### src/hw/clk_align_pkg.sv
// Purpose: Shared constants for the output alignment and reset control
// Assumes: 100 MHz clock equals the channel-divider input clock
// Notes: Offsets are byte addresses on a 32-bit Wishbone bus
`default_nettype none
package clk_align_pkg;
	localparam int NCH = 4;
	localparam int NOUT = 12;
	localparam int OUT_PER_CH = 3;
	localparam logic [7:0] SERCTL_OFF = 8'h00;
	localparam logic [7:0] CTRL_OFF = 8'h04;
	localparam logic [7:0] UPDATE_OFF = 8'h08;
	localparam logic [7:0] STATUS_OFF = 8'h0C;
	localparam logic [7:0] CHAN_BASE = 8'h10;
	localparam logic [7:0] OUT_BASE = 8'h40;
	localparam int SC_SRST_LO = 2;
	localparam int SC_SRST_HI = 5;
	localparam int CT_SOFT_ALIGN = 0;
	localparam int CT_DIST_PD = 1;
	localparam int CH_HI_LSB = 0;
	localparam int CH_LO_LSB = 4;
	localparam int CH_DLY_LSB = 8;
	localparam int CH_INIT_HI = 12;
	localparam int CH_IGNORE = 13;
	localparam int CH_PD = 14;
	localparam int OC_PD = 0;
	localparam int OC_SWING_LSB = 1;
	localparam int OC_INV = 3;
	localparam int OC_SE = 4;
	localparam int OC_EN_A = 5;
	localparam int OC_EN_B = 6;
	localparam int OC_INV_B = 7;
	localparam logic [7:0] SERCTL_RST = 8'h00;
	localparam logic [1:0] CTRL_RST = 2'h0;
	localparam logic [14:0] CHAN_RST = 15'h0000;
	localparam logic [7:0] OUT_RST = 8'h04;
	localparam int CLK_HZ = 100_000_000;
	localparam int POR_ALIGN_MS = 50;
	localparam int POR_RUN_MS = 70;
	localparam int LOAD_MS = 20;
	localparam int QUICK_US = 2;
	localparam int POR_ALIGN_CYC = POR_ALIGN_MS * (CLK_HZ / 1000);
	localparam int POR_RUN_CYC = POR_RUN_MS * (CLK_HZ / 1000);
	localparam int LOAD_CYC = LOAD_MS * (CLK_HZ / 1000);
	localparam int QUICK_CYC = QUICK_US * (CLK_HZ / 1_000_000);
	localparam int ALIGN_PIPE_CYC = 14;
	localparam int ALIGN_EXTRA_CYC = 1;
	localparam int PIPE_CYC = ALIGN_PIPE_CYC + ALIGN_EXTRA_CYC;
	typedef enum logic [2:0] {
		S_BOOT = 3'h1,
		S_RUN = 3'h2,
		S_LOAD = 3'h4
	} seq_t;
endpackage
`default_nettype wire

### src/hw/out_align_ctrl.sv
// Purpose: Output alignment, driver enables and reset sequencing
// Assumes: clk_i is the channel-divider input clock; pins synchronous
// Notes: Storage contents are modelled as the built-in defaults
//
// What this block does
// RULE1: Alignment request pin low, release aligns
// RULE2: Soft align, soft reset, distribution pd trigger
// RULE3: Chip reset pin pulse causes alignment
// RULE4: Sleep pin pulse causes alignment on exit
// RULE5: Calibration holds internal alignment request
// RULE6: Outputs restart 14-15 cycles plus one
// RULE7: Request pin synchronised internally
// RULE8: Soft align changes only on update
// RULE9: Held outputs sit at preset static level
// RULE10: Every driver follows its channel divider
// RULE11: Ignoring channels keep running, unaligned
// RULE12: Per-output swing and polarity selection
// RULE13: Distribution power-down shuts all drivers
// RULE14: Safe power-down from three causes
// RULE15: Single-ended mode turns both drivers on
// RULE16: Enable bits gate single-ended drivers, tristate
// RULE17: Each single-ended output has own polarity
// RULE18: Storage select picks storage or defaults
// RULE19: Power-on align 50 ms, toggle 70 ms
// RULE20: Pin reset restores settings then aligns
// RULE21: Resume 20 ms with storage, else microseconds
// RULE22: Serial control bits 2 and 5 reset
// RULE23: Soft reset ends after one serial clock
// RULE24: Delay code from start-high and offset
// RULE25: Count fields hold cycles minus one
// RULE26: Alignment request is OR of sources
`default_nettype none
module out_align_ctrl #(
	parameter int POR_ALIGN_CYC = clk_align_pkg::POR_ALIGN_CYC,
	parameter int POR_RUN_CYC = clk_align_pkg::POR_RUN_CYC,
	parameter int LOAD_CYC = clk_align_pkg::LOAD_CYC
) (
	input wire logic clk_i,
	input wire logic rst_i,
	input wire logic wb_cyc_i,
	input wire logic wb_stb_i,
	input wire logic wb_we_i,
	input wire logic [7:0] wb_adr_i,
	input wire logic [3:0] wb_sel_i,
	input wire logic [31:0] wb_dat_i,
	output logic [31:0] wb_dat_o,
	output logic wb_ack_o,
	input wire logic align_req_n_i,
	input wire logic chip_reset_n_i,
	input wire logic chip_sleep_pin_n_i,
	input wire logic storage_sel_i,
	input wire logic cal_busy_i,
	input wire logic sclk_tick_i,
	output logic [3:0] chan_clk_o,
	output logic [11:0] drv_on_o,
	output logic [11:0] drv_p_o,
	output logic [23:0] drv_swing_o,
	output logic [11:0] safe_off_o,
	output logic total_off_o,
	output logic [11:0] se_a_o,
	output logic [11:0] se_a_oe_o,
	output logic [11:0] se_b_o,
	output logic [11:0] se_b_oe_o,
	output logic align_busy_o,
	output logic storage_load_o
);
	localparam int NCH = clk_align_pkg::NCH;
	localparam int NOUT = clk_align_pkg::NOUT;

	if (POR_ALIGN_CYC < 1 || POR_ALIGN_CYC >= POR_RUN_CYC ||
	    POR_RUN_CYC >= 2 ** 24 || LOAD_CYC < 1 || LOAD_CYC >= 2 ** 24) begin
		$error("Timing parameters out of range");
	end

	logic [7:0] serctl_ff;
	logic [1:0] ctrl_ff;
	logic [1:0] act_ff;
	logic [14:0] chan_ff [NCH];
	logic [7:0] out_ff [NOUT];
	logic ack_ff;
	logic [31:0] dat_ff;
	logic [31:0] nxt_dat;
	logic pin_s1_ff, pin_s2_ff;
	logic rpin_ff, sleep_ff, cal_ff, store_ff;
	clk_align_pkg::seq_t state_ff;
	logic [23:0] cnt_ff;
	logic [4:0] pipe_ff;
	logic [NCH-1:0] lvl_ff;
	logic [NCH-1:0] held_w;

	logic acc, wr, upd, srst_pend, srst_fire, restore;
	logic chan_hit, out_hit, boot_src, any_src, hold_w;
	logic [1:0] chan_idx;
	logic [5:0] out_idx;
	assign acc = wb_cyc_i && wb_stb_i && !ack_ff;
	assign wr = acc && wb_we_i;
	assign chan_hit = wb_adr_i[7:4] == clk_align_pkg::CHAN_BASE[7:4];
	assign chan_idx = wb_adr_i[3:2];
	assign out_idx = wb_adr_i[7:2] - clk_align_pkg::OUT_BASE[7:2];
	assign out_hit = wb_adr_i[7:2] >= clk_align_pkg::OUT_BASE[7:2] &&
		out_idx < 6'(NOUT);
	assign upd = wr && wb_sel_i[0] && wb_dat_i[0] &&
		wb_adr_i == clk_align_pkg::UPDATE_OFF;
	assign srst_pend = serctl_ff[clk_align_pkg::SC_SRST_LO] &&
		serctl_ff[clk_align_pkg::SC_SRST_HI];
	assign srst_fire = srst_pend && sclk_tick_i; // RULE23
	assign restore = !rpin_ff || srst_fire; // RULE20 RULE22
	assign boot_src = state_ff == clk_align_pkg::S_BOOT &&
		cnt_ff < 24'(POR_ALIGN_CYC); // RULE19
	// Any live source keeps the included channels static
	assign any_src = !pin_s2_ff || act_ff[clk_align_pkg::CT_SOFT_ALIGN] ||
		act_ff[clk_align_pkg::CT_DIST_PD] || srst_pend || !rpin_ff ||
		!sleep_ff || cal_ff || boot_src ||
		state_ff == clk_align_pkg::S_LOAD; // RULE26 RULE2 RULE3 RULE4 RULE5
	assign hold_w = any_src || pipe_ff != 5'h00;

	// Two flops; only the second one is looked at
	always_ff @(posedge clk_i) begin
		if (rst_i) begin
			pin_s1_ff <= 1'b1;
			pin_s2_ff <= 1'b1;
		end else begin
			pin_s1_ff <= align_req_n_i; // RULE7
			pin_s2_ff <= pin_s1_ff; // RULE1
		end
	end

	always_ff @(posedge clk_i) begin
		if (rst_i) begin
			rpin_ff <= 1'b1;
			sleep_ff <= 1'b1;
			cal_ff <= 1'b0;
			store_ff <= 1'b0;
		end else begin
			rpin_ff <= chip_reset_n_i;
			sleep_ff <= chip_sleep_pin_n_i;
			cal_ff <= cal_busy_i;
			if (restore)
				store_ff <= storage_sel_i; // RULE18
		end
	end

	// Restart pipeline after the last source drops
	always_ff @(posedge clk_i) begin
		if (rst_i)
			pipe_ff <= 5'h00;
		else if (any_src)
			pipe_ff <= 5'(clk_align_pkg::PIPE_CYC); // RULE6
		else if (pipe_ff != 5'h00)
			pipe_ff <= pipe_ff - 5'h01;
	end

	always_ff @(posedge clk_i) begin
		if (rst_i) begin
			state_ff <= clk_align_pkg::S_BOOT;
			cnt_ff <= 24'h00_0000;
		end else if (restore) begin
			state_ff <= clk_align_pkg::S_LOAD;
			cnt_ff <= 24'h00_0000;
		end else begin
			case (state_ff)
			clk_align_pkg::S_BOOT: begin
				cnt_ff <= cnt_ff + 24'h00_0001;
				if (cnt_ff == 24'(POR_RUN_CYC - 1))
					state_ff <= clk_align_pkg::S_RUN; // RULE19
			end
			clk_align_pkg::S_LOAD: begin
				cnt_ff <= cnt_ff + 24'h00_0001;
				if (cnt_ff == (store_ff ? 24'(LOAD_CYC - 1) :
				    24'(clk_align_pkg::QUICK_CYC - 1)))
					state_ff <= clk_align_pkg::S_RUN; // RULE21
			end
			clk_align_pkg::S_RUN: cnt_ff <= 24'h00_0000;
			default: state_ff <= clk_align_pkg::S_BOOT;
			endcase
		end
	end

	// Serial control: bits 2 and 5 mirror each other
	always_ff @(posedge clk_i) begin
		if (rst_i) begin
			serctl_ff <= clk_align_pkg::SERCTL_RST;
		end else if (wr && wb_sel_i[0] &&
		    wb_adr_i == clk_align_pkg::SERCTL_OFF) begin
			serctl_ff <= wb_dat_i[7:0];
			if (wb_dat_i[clk_align_pkg::SC_SRST_LO] ||
			    wb_dat_i[clk_align_pkg::SC_SRST_HI]) begin
				serctl_ff[clk_align_pkg::SC_SRST_LO] <= 1'b1; // RULE22
				serctl_ff[clk_align_pkg::SC_SRST_HI] <= 1'b1;
			end
		end else if (srst_fire) begin
			serctl_ff[clk_align_pkg::SC_SRST_LO] <= 1'b0; // RULE23
			serctl_ff[clk_align_pkg::SC_SRST_HI] <= 1'b0;
		end
	end

	// Shadow control goes live only on the update strobe
	always_ff @(posedge clk_i) begin
		if (rst_i || restore) begin
			ctrl_ff <= clk_align_pkg::CTRL_RST;
			act_ff <= clk_align_pkg::CTRL_RST;
		end else begin
			if (wr && wb_sel_i[0] && wb_adr_i == clk_align_pkg::CTRL_OFF)
				ctrl_ff <= wb_dat_i[1:0];
			if (upd)
				act_ff <= ctrl_ff; // RULE8 RULE13
		end
	end

	always_ff @(posedge clk_i) begin
		if (rst_i || restore) begin
			for (int c = 0; c < NCH; c++)
				chan_ff[c] <= clk_align_pkg::CHAN_RST; // RULE20
			for (int i = 0; i < NOUT; i++)
				out_ff[i] <= clk_align_pkg::OUT_RST;
		end else if (wr && chan_hit) begin
			if (wb_sel_i[0])
				chan_ff[chan_idx][7:0] <= wb_dat_i[7:0];
			if (wb_sel_i[1])
				chan_ff[chan_idx][14:8] <= wb_dat_i[14:8];
		end else if (wr && out_hit && wb_sel_i[0]) begin
			out_ff[out_idx[3:0]] <= wb_dat_i[7:0];
			// Entering single-ended mode switches both on
			if (wb_dat_i[clk_align_pkg::OC_SE] &&
			    !out_ff[out_idx[3:0]][clk_align_pkg::OC_SE]) begin
				out_ff[out_idx[3:0]][clk_align_pkg::OC_EN_A] <= 1'b1; // RULE15
				out_ff[out_idx[3:0]][clk_align_pkg::OC_EN_B] <= 1'b1;
			end
		end
	end

	always_comb begin
		nxt_dat = 32'h0000_0000;
		if (chan_hit)
			nxt_dat = {17'h0_0000, chan_ff[chan_idx]};
		else if (out_hit)
			nxt_dat = {24'h00_0000, out_ff[out_idx[3:0]]};
		else begin
			case (wb_adr_i)
			clk_align_pkg::SERCTL_OFF: nxt_dat = {24'h00_0000, serctl_ff};
			clk_align_pkg::CTRL_OFF: nxt_dat = {28'h000_0000, act_ff, ctrl_ff};
			clk_align_pkg::STATUS_OFF:
				nxt_dat = {26'h000_0000, store_ff, state_ff, srst_pend, hold_w};
			default: nxt_dat = 32'h0000_0000;
			endcase
		end
	end

	// One wait state: ack in the cycle after the request
	always_ff @(posedge clk_i) begin
		if (rst_i) begin
			ack_ff <= 1'b0;
			dat_ff <= 32'h0000_0000;
		end else begin
			ack_ff <= acc;
			if (acc && !wb_we_i)
				dat_ff <= nxt_dat;
		end
	end
	assign wb_ack_o = ack_ff;
	assign wb_dat_o = dat_ff;

	for (genvar c = 0; c < NCH; c++) begin : g_chan
		logic [4:0] cnt_c_ff;
		logic [5:0] dly_ff;
		logic [5:0] nxt_dly;
		logic [3:0] hi_w, lo_w;
		logic init_w;
		assign hi_w = chan_ff[c][clk_align_pkg::CH_HI_LSB +: 4];
		assign lo_w = chan_ff[c][clk_align_pkg::CH_LO_LSB +: 4];
		assign init_w = chan_ff[c][clk_align_pkg::CH_INIT_HI];
		assign held_w[c] = hold_w && !chan_ff[c][clk_align_pkg::CH_IGNORE]; // RULE11
		// Code 16 and up waits code-16 plus low count plus one
		assign nxt_dly = {2'h0, chan_ff[c][clk_align_pkg::CH_DLY_LSB +: 4]} +
			(init_w ? {2'h0, lo_w} + 6'h01 : 6'h00); // RULE24
		always_ff @(posedge clk_i) begin
			if (rst_i) begin
				lvl_ff[c] <= 1'b0;
				cnt_c_ff <= 5'h00;
				dly_ff <= 6'h00;
			end else if (held_w[c] || chan_ff[c][clk_align_pkg::CH_PD]) begin
				lvl_ff[c] <= init_w; // RULE9
				cnt_c_ff <= 5'h00;
				dly_ff <= nxt_dly;
			end else if (dly_ff != 6'h00) begin
				dly_ff <= dly_ff - 6'h01;
			end else if (cnt_c_ff == {1'b0, lvl_ff[c] ? hi_w : lo_w}) begin
				lvl_ff[c] <= !lvl_ff[c]; // RULE25
				cnt_c_ff <= 5'h00;
			end else begin
				cnt_c_ff <= cnt_c_ff + 5'h01;
			end
		end
		always_ff @(posedge clk_i) begin
			if (rst_i)
				chan_clk_o[c] <= 1'b0;
			else
				chan_clk_o[c] <= lvl_ff[c];
		end
	end

	for (genvar i = 0; i < NOUT; i++) begin : g_drv
		localparam int C = i / clk_align_pkg::OUT_PER_CH;
		logic off_w, tpd_w, val_w, se_w;
		assign off_w = out_ff[i][clk_align_pkg::OC_PD] ||
			chan_ff[C][clk_align_pkg::CH_PD] || !sleep_ff; // RULE14
		assign tpd_w = act_ff[clk_align_pkg::CT_DIST_PD]; // RULE13
		assign se_w = out_ff[i][clk_align_pkg::OC_SE];
		// Drivers stay static until the sequencer reaches run
		assign val_w = state_ff == clk_align_pkg::S_RUN ? lvl_ff[C] :
			chan_ff[C][clk_align_pkg::CH_INIT_HI]; // RULE10
		always_ff @(posedge clk_i) begin
			if (rst_i) begin
				drv_on_o[i] <= 1'b0;
				drv_p_o[i] <= 1'b0;
				drv_swing_o[2*i +: 2] <= 2'h0;
				safe_off_o[i] <= 1'b1;
				se_a_o[i] <= 1'b0;
				se_b_o[i] <= 1'b0;
				se_a_oe_o[i] <= 1'b0;
				se_b_oe_o[i] <= 1'b0;
			end else begin
				drv_on_o[i] <= !off_w && !tpd_w && !se_w;
				drv_p_o[i] <= val_w ^ out_ff[i][clk_align_pkg::OC_INV]; // RULE12
				drv_swing_o[2*i +: 2] <=
					out_ff[i][clk_align_pkg::OC_SWING_LSB +: 2]; // RULE12
				safe_off_o[i] <= off_w;
				se_a_o[i] <= val_w ^ out_ff[i][clk_align_pkg::OC_INV]; // RULE17
				se_b_o[i] <= val_w ^ out_ff[i][clk_align_pkg::OC_INV_B]; // RULE17
				se_a_oe_o[i] <= se_w && !off_w && !tpd_w &&
					out_ff[i][clk_align_pkg::OC_EN_A]; // RULE16
				se_b_oe_o[i] <= se_w && !off_w && !tpd_w &&
					out_ff[i][clk_align_pkg::OC_EN_B]; // RULE16
			end
		end
	end

	always_ff @(posedge clk_i) begin
		if (rst_i) begin
			total_off_o <= 1'b0;
			align_busy_o <= 1'b1;
			storage_load_o <= 1'b0;
		end else begin
			total_off_o <= act_ff[clk_align_pkg::CT_DIST_PD];
			align_busy_o <= hold_w;
			storage_load_o <= state_ff == clk_align_pkg::S_LOAD && store_ff;
		end
	end
endmodule
`default_nettype wire

### config.mk
export PLATFORM = sky130hd
export DESIGN_NAME = out_align_ctrl
export DESIGN_NICKNAME = d
export VERILOG_FILES = /design/src/hw/clk_align_pkg.sv /design/src/hw/out_align_ctrl.sv
export SDC_FILE = /design/constraint.sdc
export NUM_CORES = 1
export LEC_CHECK = 0
export BUFFER_PORTS_ARGS = -buffer_cell sky130_fd_sc_hd__buf_4
export CORE_UTILIZATION = 30
export DETAILED_ROUTE_END_ITERATION = 8
export SKIP_LAST_GASP = 1
export SYNTH_ARGS = -nofsm -noshare
export SYNTH_HDL_FRONTEND = slang
export SYNTH_SLANG_ARGS = --single-unit
### constraint.sdc
create_clock -name clk_i -period 2.5 [get_ports clk_i]
set_input_delay 0 -clock clk_i [delete_from_list [all_inputs] [get_ports clk_i]]
set_output_delay 0 -clock clk_i [all_outputs]
set_load 0.1 [all_outputs]
==> impl_metrics.toml, run 1 <==
[clock_tree]
worstSkewPairLatency_ns = 0.59
htreeDepth = 2
cts_buffer_depth = 3
clkTransAtPathRegs_ns = 0.06
cts_tree = "built"
root_buffer = "clkbuf_16"
cts_buffers = 42
numClockSinks = 372

[floorplanning]
fp.dieH_um = 242
initial_core_util_pct = 30.5
fp.dieW_um = 242
fp.dieArea_um2 = 58500
row_count = 87
core_area_um2 = 56600
io_pins = 203

[timing]
setup_viol = 0
period_minus_slack_ns = 2.50
hold_viol_final = 0
finClkSkew_ns = 0.0311
slew_viol_final = 0
max_freq_mhz = 400
relSlewSlack_pct = 40.8
rsz0062_at_grt = "true"
min_period_over_period_pct = 99.9
tightestPinTransition_ns = 0.887
hold_ws_ns = 0.0721

[synthesis]
synthCells = 1596
ys_types = 75
synth_edf_count = 156
ys_ff_latch = 372
synth_top_cells_by_area = "edfxtp_1 27%, dfxtp_1 25%, mux4_2 5.1%"
synth-async-reset-ratio_pct = 0
yosysTopAreaCellShare_pct = 27.2
synth_top_area_cell = "edfxtp_1"
netlist_area_um2 = 17300
synth.avg_cell_area_um2 = 10.8
synth_ff_type = "dfxtp_1"
ys.warnings.count = 0
yosysSeqAreaShare_pct = 52.2

[power]
p_per_area_nw_per_um2 = 700
worst_ir_drop_vdd_uv = 545
power.leakage_nw = 9.03
total_power_mw = 15.3

[worst_setup_path]
worst_setup_path_start_kind = "register"
cp_common_cell = "or3_4"
cp-startpoint = "cnt_ff[20]"
critPathBufInv = 2
path_max_fanout = 5
crit_path_end_kind = "register"
required_ns = 3.00
rr_startpoint = "cnt_ff[20]"
worstPathArrival_ns = 3.00
slowest_delay_ns = 0.42
worstPathCellList = "or3_4 -> or3_4 -> a2111oi_4 -> buf_6 -> buf_4 -> o31ai_4 -> or3_1 -> a21oi_2"
crit_slowest_cell = "or3_1"
crit_family = "simple AND/OR/NAND/NOR gates"
path_class = "reg -> reg"

[run]
cap_violations = 0

[grt]
grt_pass1_vias = 12700
grt_max_degree = 66
globalRouteTotalUtil_pct = 17.0
grt.overflow.total = 0
grt_pass1_wl_um = 76500
antenna_found_initial = 4

[routing]
wl_per_cell_um = 19.4
via_per_inst = 4.96
drt_pass1_iterations = 8
drt_iter0_drc = 1073
routed_wl_um = 51600
drc = 0
ant_nets = 0
via_count = 13200

[placement]
hpwl_um = 38300
port_buffers = 166
gp_congestion = 0.888
place_inst = 2539

[min_path]
hp-start = "wb_cyc_i"
hp-class = "in -> reg"

[cells_and_area]
final_layout_size_suffix_gt1_share_pct = 24.5
n_fill_cell = 5544
post-route-util_pct = 38.5
syn2layout_area_growth_pct = 26.4
nets = 1955
final_cells = 2658

[status]
outcome = "complete, no violations"
-- area by class of cell --
cell class / count / area (um^2) / share of cell area [%]
Antenna cell: 3 / 7.51 / 0.0344
Clock buffer: 65 / 1330 / 6.10
Clock inverter: 13 / 118 / 0.539
Inverter: 41 / 154 / 0.706
Multi-Input combinational cell: 1085 / 7660 / 35.1
Sequential cell: 372 / 9010 / 41.3
Tap cell: 756 / 946 / 4.34
Timing Repair Buffer: 323 / 2580 / 11.8
-- worst paths after layout --
path / end / slack (ns) / cells after the start
max reg2reg: g_chan[1].dly_ff[2] / 0.002 / 8
max: g_chan[1].dly_ff[2] / 0.002 / 8
min: wb_dat_o[3] / 0.07 / 6
min reg2reg: wb_dat_o[5] / 0.46 / 2
-- what timing repair did --
action | in CTS | in global routing
endpoints found under the hold margin | 185 | 0
resized for setup | 9 | 25
pin swaps | 1 | 12
endpoints found under the setup margin | 72 | 70
setup buffers | 1 | 3
gates cloned | 0 | 2
hold buffers | 33 | 0
-- cells in the mapped netlist, types with 9 or more instances --
cell	n
nor4_1	13
ha_1	31
dfxtp_1	216
nand2b_1	14
buf_4	34
nor2b_1	44
or3_1	42
a21oi_1	54
a21o_1	12
nor3b_1	9
xor2_1	59
and3_1	90
edfxtp_1	156
nor2_1	196
inv_1	41
nor3_1	40
clkbuf_1	64
nand4_1	19
a22oi_1	14
o21ai_0	24
and2_1	63
nand2_1	80
mux2i_1	47
mux4_2	39
xnor2_1	49
nand3_1	22
-- per-layer routing --
| metal | vias up | track usage [%] | wire length, um |
|---|---|---|---|
| li1 | 6155 | - | - |
| met1 | 6467 | 23.0 | 22500 |
| met2 | 485 | 26.6 | 23400 |
| met3 | 78 | 4.12 | 4260 |
| met4 | 4 | 5.75 | 1310 |
| met5 | - | 0 | 27 |
-- flip-flops by register name, indices dropped and copies added (netlist names), 15 cells and up --
name and count:
out_ff 96, wb_dat_o 15, drv_swing_o 24, g_chan.cnt_c_ff 20
g_chan.dly_ff 24, chan_ff 60, cnt_ff 24
-- power breakdown --
group          switching (mW)  total, mW  internal, mW
logic                    1.52       2.19         0.668
clock network            2.65       6.36          3.72
registers               0.183       6.72          6.54
-- worst register-to-register path, stage by stage, from the launching register on --
cell	delay, ns
dfxtp_4	0.35
or3_4	0.39
or3_4	0.35
a2111oi_4	0.38
buf_6	0.18
buf_4	0.14
o31ai_4	0.11
or3_1	0.42
a21oi_2	0.11
-- stage by stage --
stage / setup TNS, ns / area (um^2) / worst slack [ns]
after global routing: -0.630 / 21800 / -0.0684
after global placement: -6.59 / 19800 / -0.374
after detailed placement: -9.98 / 19800 / -0.400
after CTS: -0.119 / 21700 / -0.0511
after floorplan: 0 / 17300 / 0.0566
final: 0 / 21800 / 0.00238
-- cells in the final DEF (no fill, tap or decap), types with 17 or more instances in the layout --
cell type / count
mux2i_1: 46
and3_1: 90
edfxtp_1: 156
nor2b_1: 41
nand4_1: 19
buf_4: 282
or3_1: 41
and2_1: 63
ha_1: 31
clkbuf_16: 45
a21oi_1: 49
o21ai_0: 24
nand2_1: 77
dfxtp_1: 214
nand3_1: 21
xnor2_1: 49
mux4_2: 39
dlygate4sd3_1: 33
inv_1: 41
xor2_1: 59
nor2_1: 194
conb_1: 17
nor3_1: 40
-- cells by family (layout without fill, tap and decap cells) --
| kind of cell | count (synthesis) | after routing | synth area share, % |
|---|---|---|---|
| AO/OA/AOI/OAI | 152 | 154 | 5.87 |
| AND/OR/NAND/NOR | 677 | 677 | 20.7 |
| other | 1 | 20 | 0.0217 |
| flip-flops | 372 | 372 | 52.2 |
| multiplexers | 94 | 94 | 8.34 |
| XOR/XNOR | 108 | 108 | 5.48 |
| adder cells (fa/ha/maj) | 35 | 35 | 2.71 |
| buffers and inverters | 157 | 442 | 4.62 |
Power figures use the tool's default switching activity.
==> run 2, diff against run 1 <==
Settings changed: BUFFER_PORTS_ARGS -buffer_cell sky130_fd_sc_hd__buf_4 to not set, CORE_MARGIN set to 2, DONT_BUFFER_PORTS set to 1.
==> run 2 against run 1 <==
  * Flip-flop and latch count stayed put
  * Sequential share of layout area is 2.4 points higher
  * Sequential power is 9.1% higher
  * Wire length is 0.74% higher
  * Register-to-register slack better by 0.05 ns
  * Setup slack better by 0.048 ns
  * Critical path type unchanged
==> impl_metrics.toml, run 2 (synthesis gave the netlist of run 1 again) <==
[floorplanning]
initial_core_util_pct = 30.5
fp.dieArea_um2 = 59400
core_area_um2 = 56600
fp.dieH_um = 244
row_count = 87
io_pins = 203
fp.dieW_um = 244

[timing]
period_minus_slack_ns = 2.45
slew_viol_final = 0
relSlewSlack_pct = 24.4
max_freq_mhz = 408
min_period_over_period_pct = 98.0
setup_viol = 0
hold_viol_final = 0
tightestPinTransition_ns = 1.13
setup_tns_ns = 0
finClkSkew_ns = 0.0548

[power]
total_power_mw = 15.2
p_seq_share_pct = 48.1
p_sw_mw = 4.28
netSwitchingFraction_pct = 28.1
p_clk_share_pct = 43.0
worst_ir_drop_vdd_uv = 458
power.leakage_nw = 8.22
combPwrFrac_pct = 8.9
p_per_area_nw_per_um2 = 738
p_int_mw = 11.0

[routing]
drt_pass1_iterations = 5
via_per_inst = 4.99
ant_nets = 0
routed_wl_um = 52000
wl_per_cell_um = 20.8
drc = 0
via_count = 12500
drt_iter0_drc = 1080

[worst_setup_path]
worstPathCellList = "mux4_2 -> mux2i_1 -> nor2_1 -> or4b_2 -> nor2b_2 -> nor2_1"
worst_setup_path_start_kind = "register"
r2r-end = "out_ff[9][6]"
required_ns = 2.95
worstPathArrival_ns = 2.90
rr_startpoint = "out_ff[11][4]"
cp_common_cell = "nor2_1"
cp-startpoint = "out_ff[11][4]"
crit_slowest_cell = "or4b_2"
slowest_delay_ns = 0.66
path_max_fanout = 12
r2r_setup_slack_ns = 0.05
crit_path_end_kind = "register"
path_class = "reg -> reg"
reg2reg_depth = 6

[cells_and_area]
final_area_um2 = 20700
largest_reg_flops = 96
top_register = "out_ff"
syn2layout_area_growth_pct = 19.7
final_common_cell = "dfxtp_1"
final_cells = 2503
nets = 1799
post-route-util_pct = 36.5
final_cell_mix = "204 x dfxtp_1, 196 x nor2_1, 156 x edfxtp_1"
top_regs = "out_ff (96), chan_ff (60)"
final_layout_size_suffix_gt1_share_pct = 16.2

[grt]
grt.overflow.total = 0
grt_pass1_wl_um = 77800
grt_pass1_vias = 12400
antenna_found_initial = 5
globalRouteTotalUtil_pct = 17.2
grt_max_degree = 138

[clock_tree]
cts_buffers = 42
cts_buffer_depth = 3
numClockSinks = 372
worstSkewPairLatency_ns = 0.60
htreeDepth = 2
clkTransAtPathRegs_ns = 0.06
cts_tree = "built"
root_buffer = "clkbuf_16"

[min_path]
hp-class = "in -> reg"
hp-start = "wb_sel_i[1]"
hold-path-endpoint = "chan_ff[3][5]"
worstHoldPathCells = 2

[placement]
place_inst = 2368
postPlaceCellArea_um2 = 18500
gp_congestion = 0.902
port_buffers = 0
hpwl_um = 37300

[status]
outcome = "complete, no violations"

[run]
cap_violations = 0
-- run 2: through the flow --
stage               hold WS, ns  setup slack, ns
floorplan                 0.104           0.0566
global placement         0.0801           0.0270
detailed placement       0.0770          -0.0141
CTS                     0.00561          0.00225
global route             0.0485         -0.00158
finish                   0.0410           0.0505
-- run 2: final cells by class --
type | instances | area [um^2]
diodes | 5 | 12.5
repair buffers | 169 | 1480
clock inverters | 17 | 250
multi-input cells | 1083 | 7560
inverters | 41 | 154
clock buffers | 60 | 1230
fillers | 5569 | 35900
well taps | 756 | 946
flip-flops and latches | 372 | 9020
-- run 2: repair_timing --
action                                 in CTS  in global routing
pin swaps                                   0                  1
endpoints found under the hold margin     363                  5
gates resized for setup                     1                 11
buffers inserted                            0                  1
hold buffers                               50                  2
setup endpoints to repair                   1                 46
-- run 2: how the worst max path moves through the flow --
stage,to,slack (ns),depth (start not counted)
4_1_cts,out_ff[10][6],0.002,6
3_3_place_gp,g_chan[2].dly_ff[1],0.03,8
2_1_floorplan,out_ff[9][0],0.06,7
5_1_grt,out_ff[6][1],-0.002,7
3_5_place_dp,g_chan[2].dly_ff[1],-0.01,8
6_report,out_ff[9][6],0.05,6
-- run 2: worst max-delay path: cells and delay by family (launching register included) --
family / cells / cell delay (ns)
AND/OR/NAND/NOR: 4 / 1.16
flip-flops: 1 / 0.41
multiplexers: 2 / 0.74
-- run 2: routing by layer --
layer / track usage (%) / vias up / routed length [um]
li1: - / 5833 / -
met1: 22.4 / 6083 / 21800
met2: 26.8 / 501 / 23300
met3: 5.38 / 83 / 5260
met4: 5.95 / 0 / 1610
met5: 0 / - / 0
-- run 2: power groups by stage --
stage	logic, mW	clock network [mW]	registers (mW)
floorplan	1.04	0	7.30
global placement	1.16	0	7.46
detailed placement	1.18	0	7.46
CTS	1.35	6.68	7.33
global route	1.48	6.91	7.35
finish	1.36	6.56	7.33
==> run 3, diff against run 2 <==
Settings changed: CORE_UTILIZATION 30 to 40, SETUP_SLACK_MARGIN set to 0.3.
==> run 3 against run 2 <==
  * The run now ends with negative hold slack left
  * Sequential share of layout area down 0.91 points
  * Highest routed layer is now met5
  * Count of clock-buffer cells in the layout up 2
  * Maximum frequency up 2.6%
  * First-iteration DRC count up 19%
  * Clock power down 4.3%
  * Utilization up 13 points
  * Die area down 25%
  * Setup slack better by 0.063 ns
==> impl_metrics.toml, run 3 (synthesis gave the netlist of run 1 again) <==
[power]
p_sw_mw = 4.18
worst_ir_drop_vdd_uv = 686
combPwrFrac_pct = 9.3
p_clk_share_pct = 41.8
netSwitchingFraction_pct = 27.9
p_per_area_nw_per_um2 = 711
p_seq_share_pct = 48.8
p_int_mw = 10.8
power.leakage_nw = 8.59

[clock_tree]
numClockSinks = 372
cts_buffers = 41
cts_tree = "built"
htreeDepth = 2
worstSkewPairLatency_ns = 0.58
root_buffer = "clkbuf_16"
cts_buffer_depth = 3
clkTransAtPathRegs_ns = 0.06

[floorplanning]
row_count = 76
io_pins = 203
fp.dieW_um = 212
core_area_um2 = 42800
initial_core_util_pct = 40.3
fp.dieArea_um2 = 44800
fp.dieH_um = 212

[cells_and_area]
top_register = "out_ff"
syn2layout_area_growth_pct = 22.4
final_cell_mix = "201 x dfxtp_1, 181 x nor2_1, 156 x edfxtp_1"
final_layout_size_suffix_gt1_share_pct = 20.9
multi_input_area_um2 = 7960
largest_reg_flops = 96
final_area_um2 = 21100
final_common_cell = "dfxtp_1"
nets = 1839
n_fill_cell = 3850
regArea_um2 = 9030
top_regs = "out_ff (96), chan_ff (60)"

[placement]
gp_congestion = 0.877
port_buffers = 0
postPlaceCellArea_um2 = 18200
hpwl_um = 34600

[grt]
grt_max_degree = 138
grt.overflow.total = 0
grt_pass1_vias = 12400
antenna_found_initial = 4
grt_pass1_wl_um = 75500
globalRouteTotalUtil_pct = 22.3

[worst_setup_path]
worst_setup_path_start_kind = "register"
path_class = "reg -> reg"
required_ns = 2.97
path_max_fanout = 7
crit_path_end_kind = "register"
r2r_setup_slack_ns = 0.11
worstPathArrival_ns = 2.86

[timing]
setup_viol = 0
finClkSkew_ns = 0.0277
min_period_over_period_pct = 95.5
slew_viol_final = 0
hold_viol_final = 101
rsz0062_at_grt = "true"
relSlewSlack_pct = 19.6
max_freq_mhz = 419
setup_tns_ns = 0
tightestPinTransition_ns = 1.21
hold_ws_ns = -0.462
period_minus_slack_ns = 2.39

[routing]
drt_pass1_iterations = 5
drt_iter0_drc = 1290
via_per_inst = 5.51
drc = 0
via_count = 12800
routed_wl_um = 50500
wl_per_cell_um = 21.7
ant_nets = 0

[run]
cap_violations = 0

[min_path]
hp-class = "in -> reg"

[status]
outcome = "finished with violations"
violations = "negative hold slack"
[run 3: cell count changes in the layout (fill, tap and decap cells not counted), moves of 7 or more]
cell           previous run  this run
dlygate4sd3_1            49        69
nand2_1                  79        62
nor2_1                  196       181
nor2_2                    0        15
buf_6                     1        14
a21oi_1                  54        44
a21oi_2                   0        10
nand2_2                   1        11
nand2_4                   0         7
[run 3: area by class of cell]
class | count | share of cell area [%]
clock buffers | 62 | 6.12
inverters | 41 | 0.729
repair buffers | 207 | 8.80
multi-input cells | 1086 | 37.7
well taps | 546 | 3.24
diodes | 2 | 0.0237
clock inverters | 14 | 0.622
flip-flops and latches | 372 | 42.8
[run 3: worst max-delay path, cell delays in order, from the launching register on]
cell,delay [ns]
dfxtp_2,0.32
or3_4,0.39
or3_4,0.37
a2111oi_4,0.31
buf_6,0.21
buf_12,0.12
o31ai_4,0.08
buf_4,0.16
buf_6,0.11
o41ai_2,0.25
[run 3: final timing paths]
check,startpoint,endpoint,cells past startpoint
worst min register to register,serctl_ff[7],serctl_ff[7],2
worst max-delay path,cnt_ff[20],g_chan[1].dly_ff[5],9
worst min-delay path,rst_i,pipe_ff[2],1
worst max register to register,cnt_ff[20],g_chan[1].dly_ff[5],9
[run 3: stage by stage]
stage / power [mW] / util (%) / instances / hold slack [ns] / setup slack, ns
2_1_floorplan: 8.34 / - / 1612 / 0.104 / 0.265
3_3_place_gp: 8.58 / 42.6 / 2146 / 0.0782 / 0.0265
3_5_place_dp: 8.60 / 42.6 / 2146 / 0.0849 / 0.00844
4_1_cts: 15.0 / 48.3 / 2306 / -0.495 / 0.134
5_1_grt: 15.5 / 49.3 / 2330 / -0.504 / 0.0288
6_report: 15.0 / 49.3 / 2330 / -0.462 / 0.113
[run 3: repair_timing]
item                       CTS  global route
setup buffers               12            18
gates cloned                 3             2
setup endpoints to repair  224           232
hold buffers                69             2
hold endpoints to repair   340           151
pin swaps                   20            23
resized for setup           49            67
[run 3: power by group through the flow]
| stage | Sequential [mW] | Combinational [mW] | Clock, mW |
|---|---|---|---|
| after floorplan | 7.30 | 1.04 | 0 |
| after global placement | 7.45 | 1.13 | 0 |
| after detailed placement | 7.46 | 1.14 | 0 |
| after CTS | 7.33 | 1.32 | 6.37 |
| after global routing | 7.35 | 1.52 | 6.63 |
| final | 7.33 | 1.40 | 6.28 |
[run 3: per-layer routing]
layer / vias up / GRT usage, % / share of wire [%]
met1: 6312 / 29.7 / 42
met2: 529 / 35.5 / 47
li1: 5927 / - / -
met3: 74 / 6.16 / 8.6
met5: - / 0 / 0.050
met4: 4 / 6.80 / 2.5
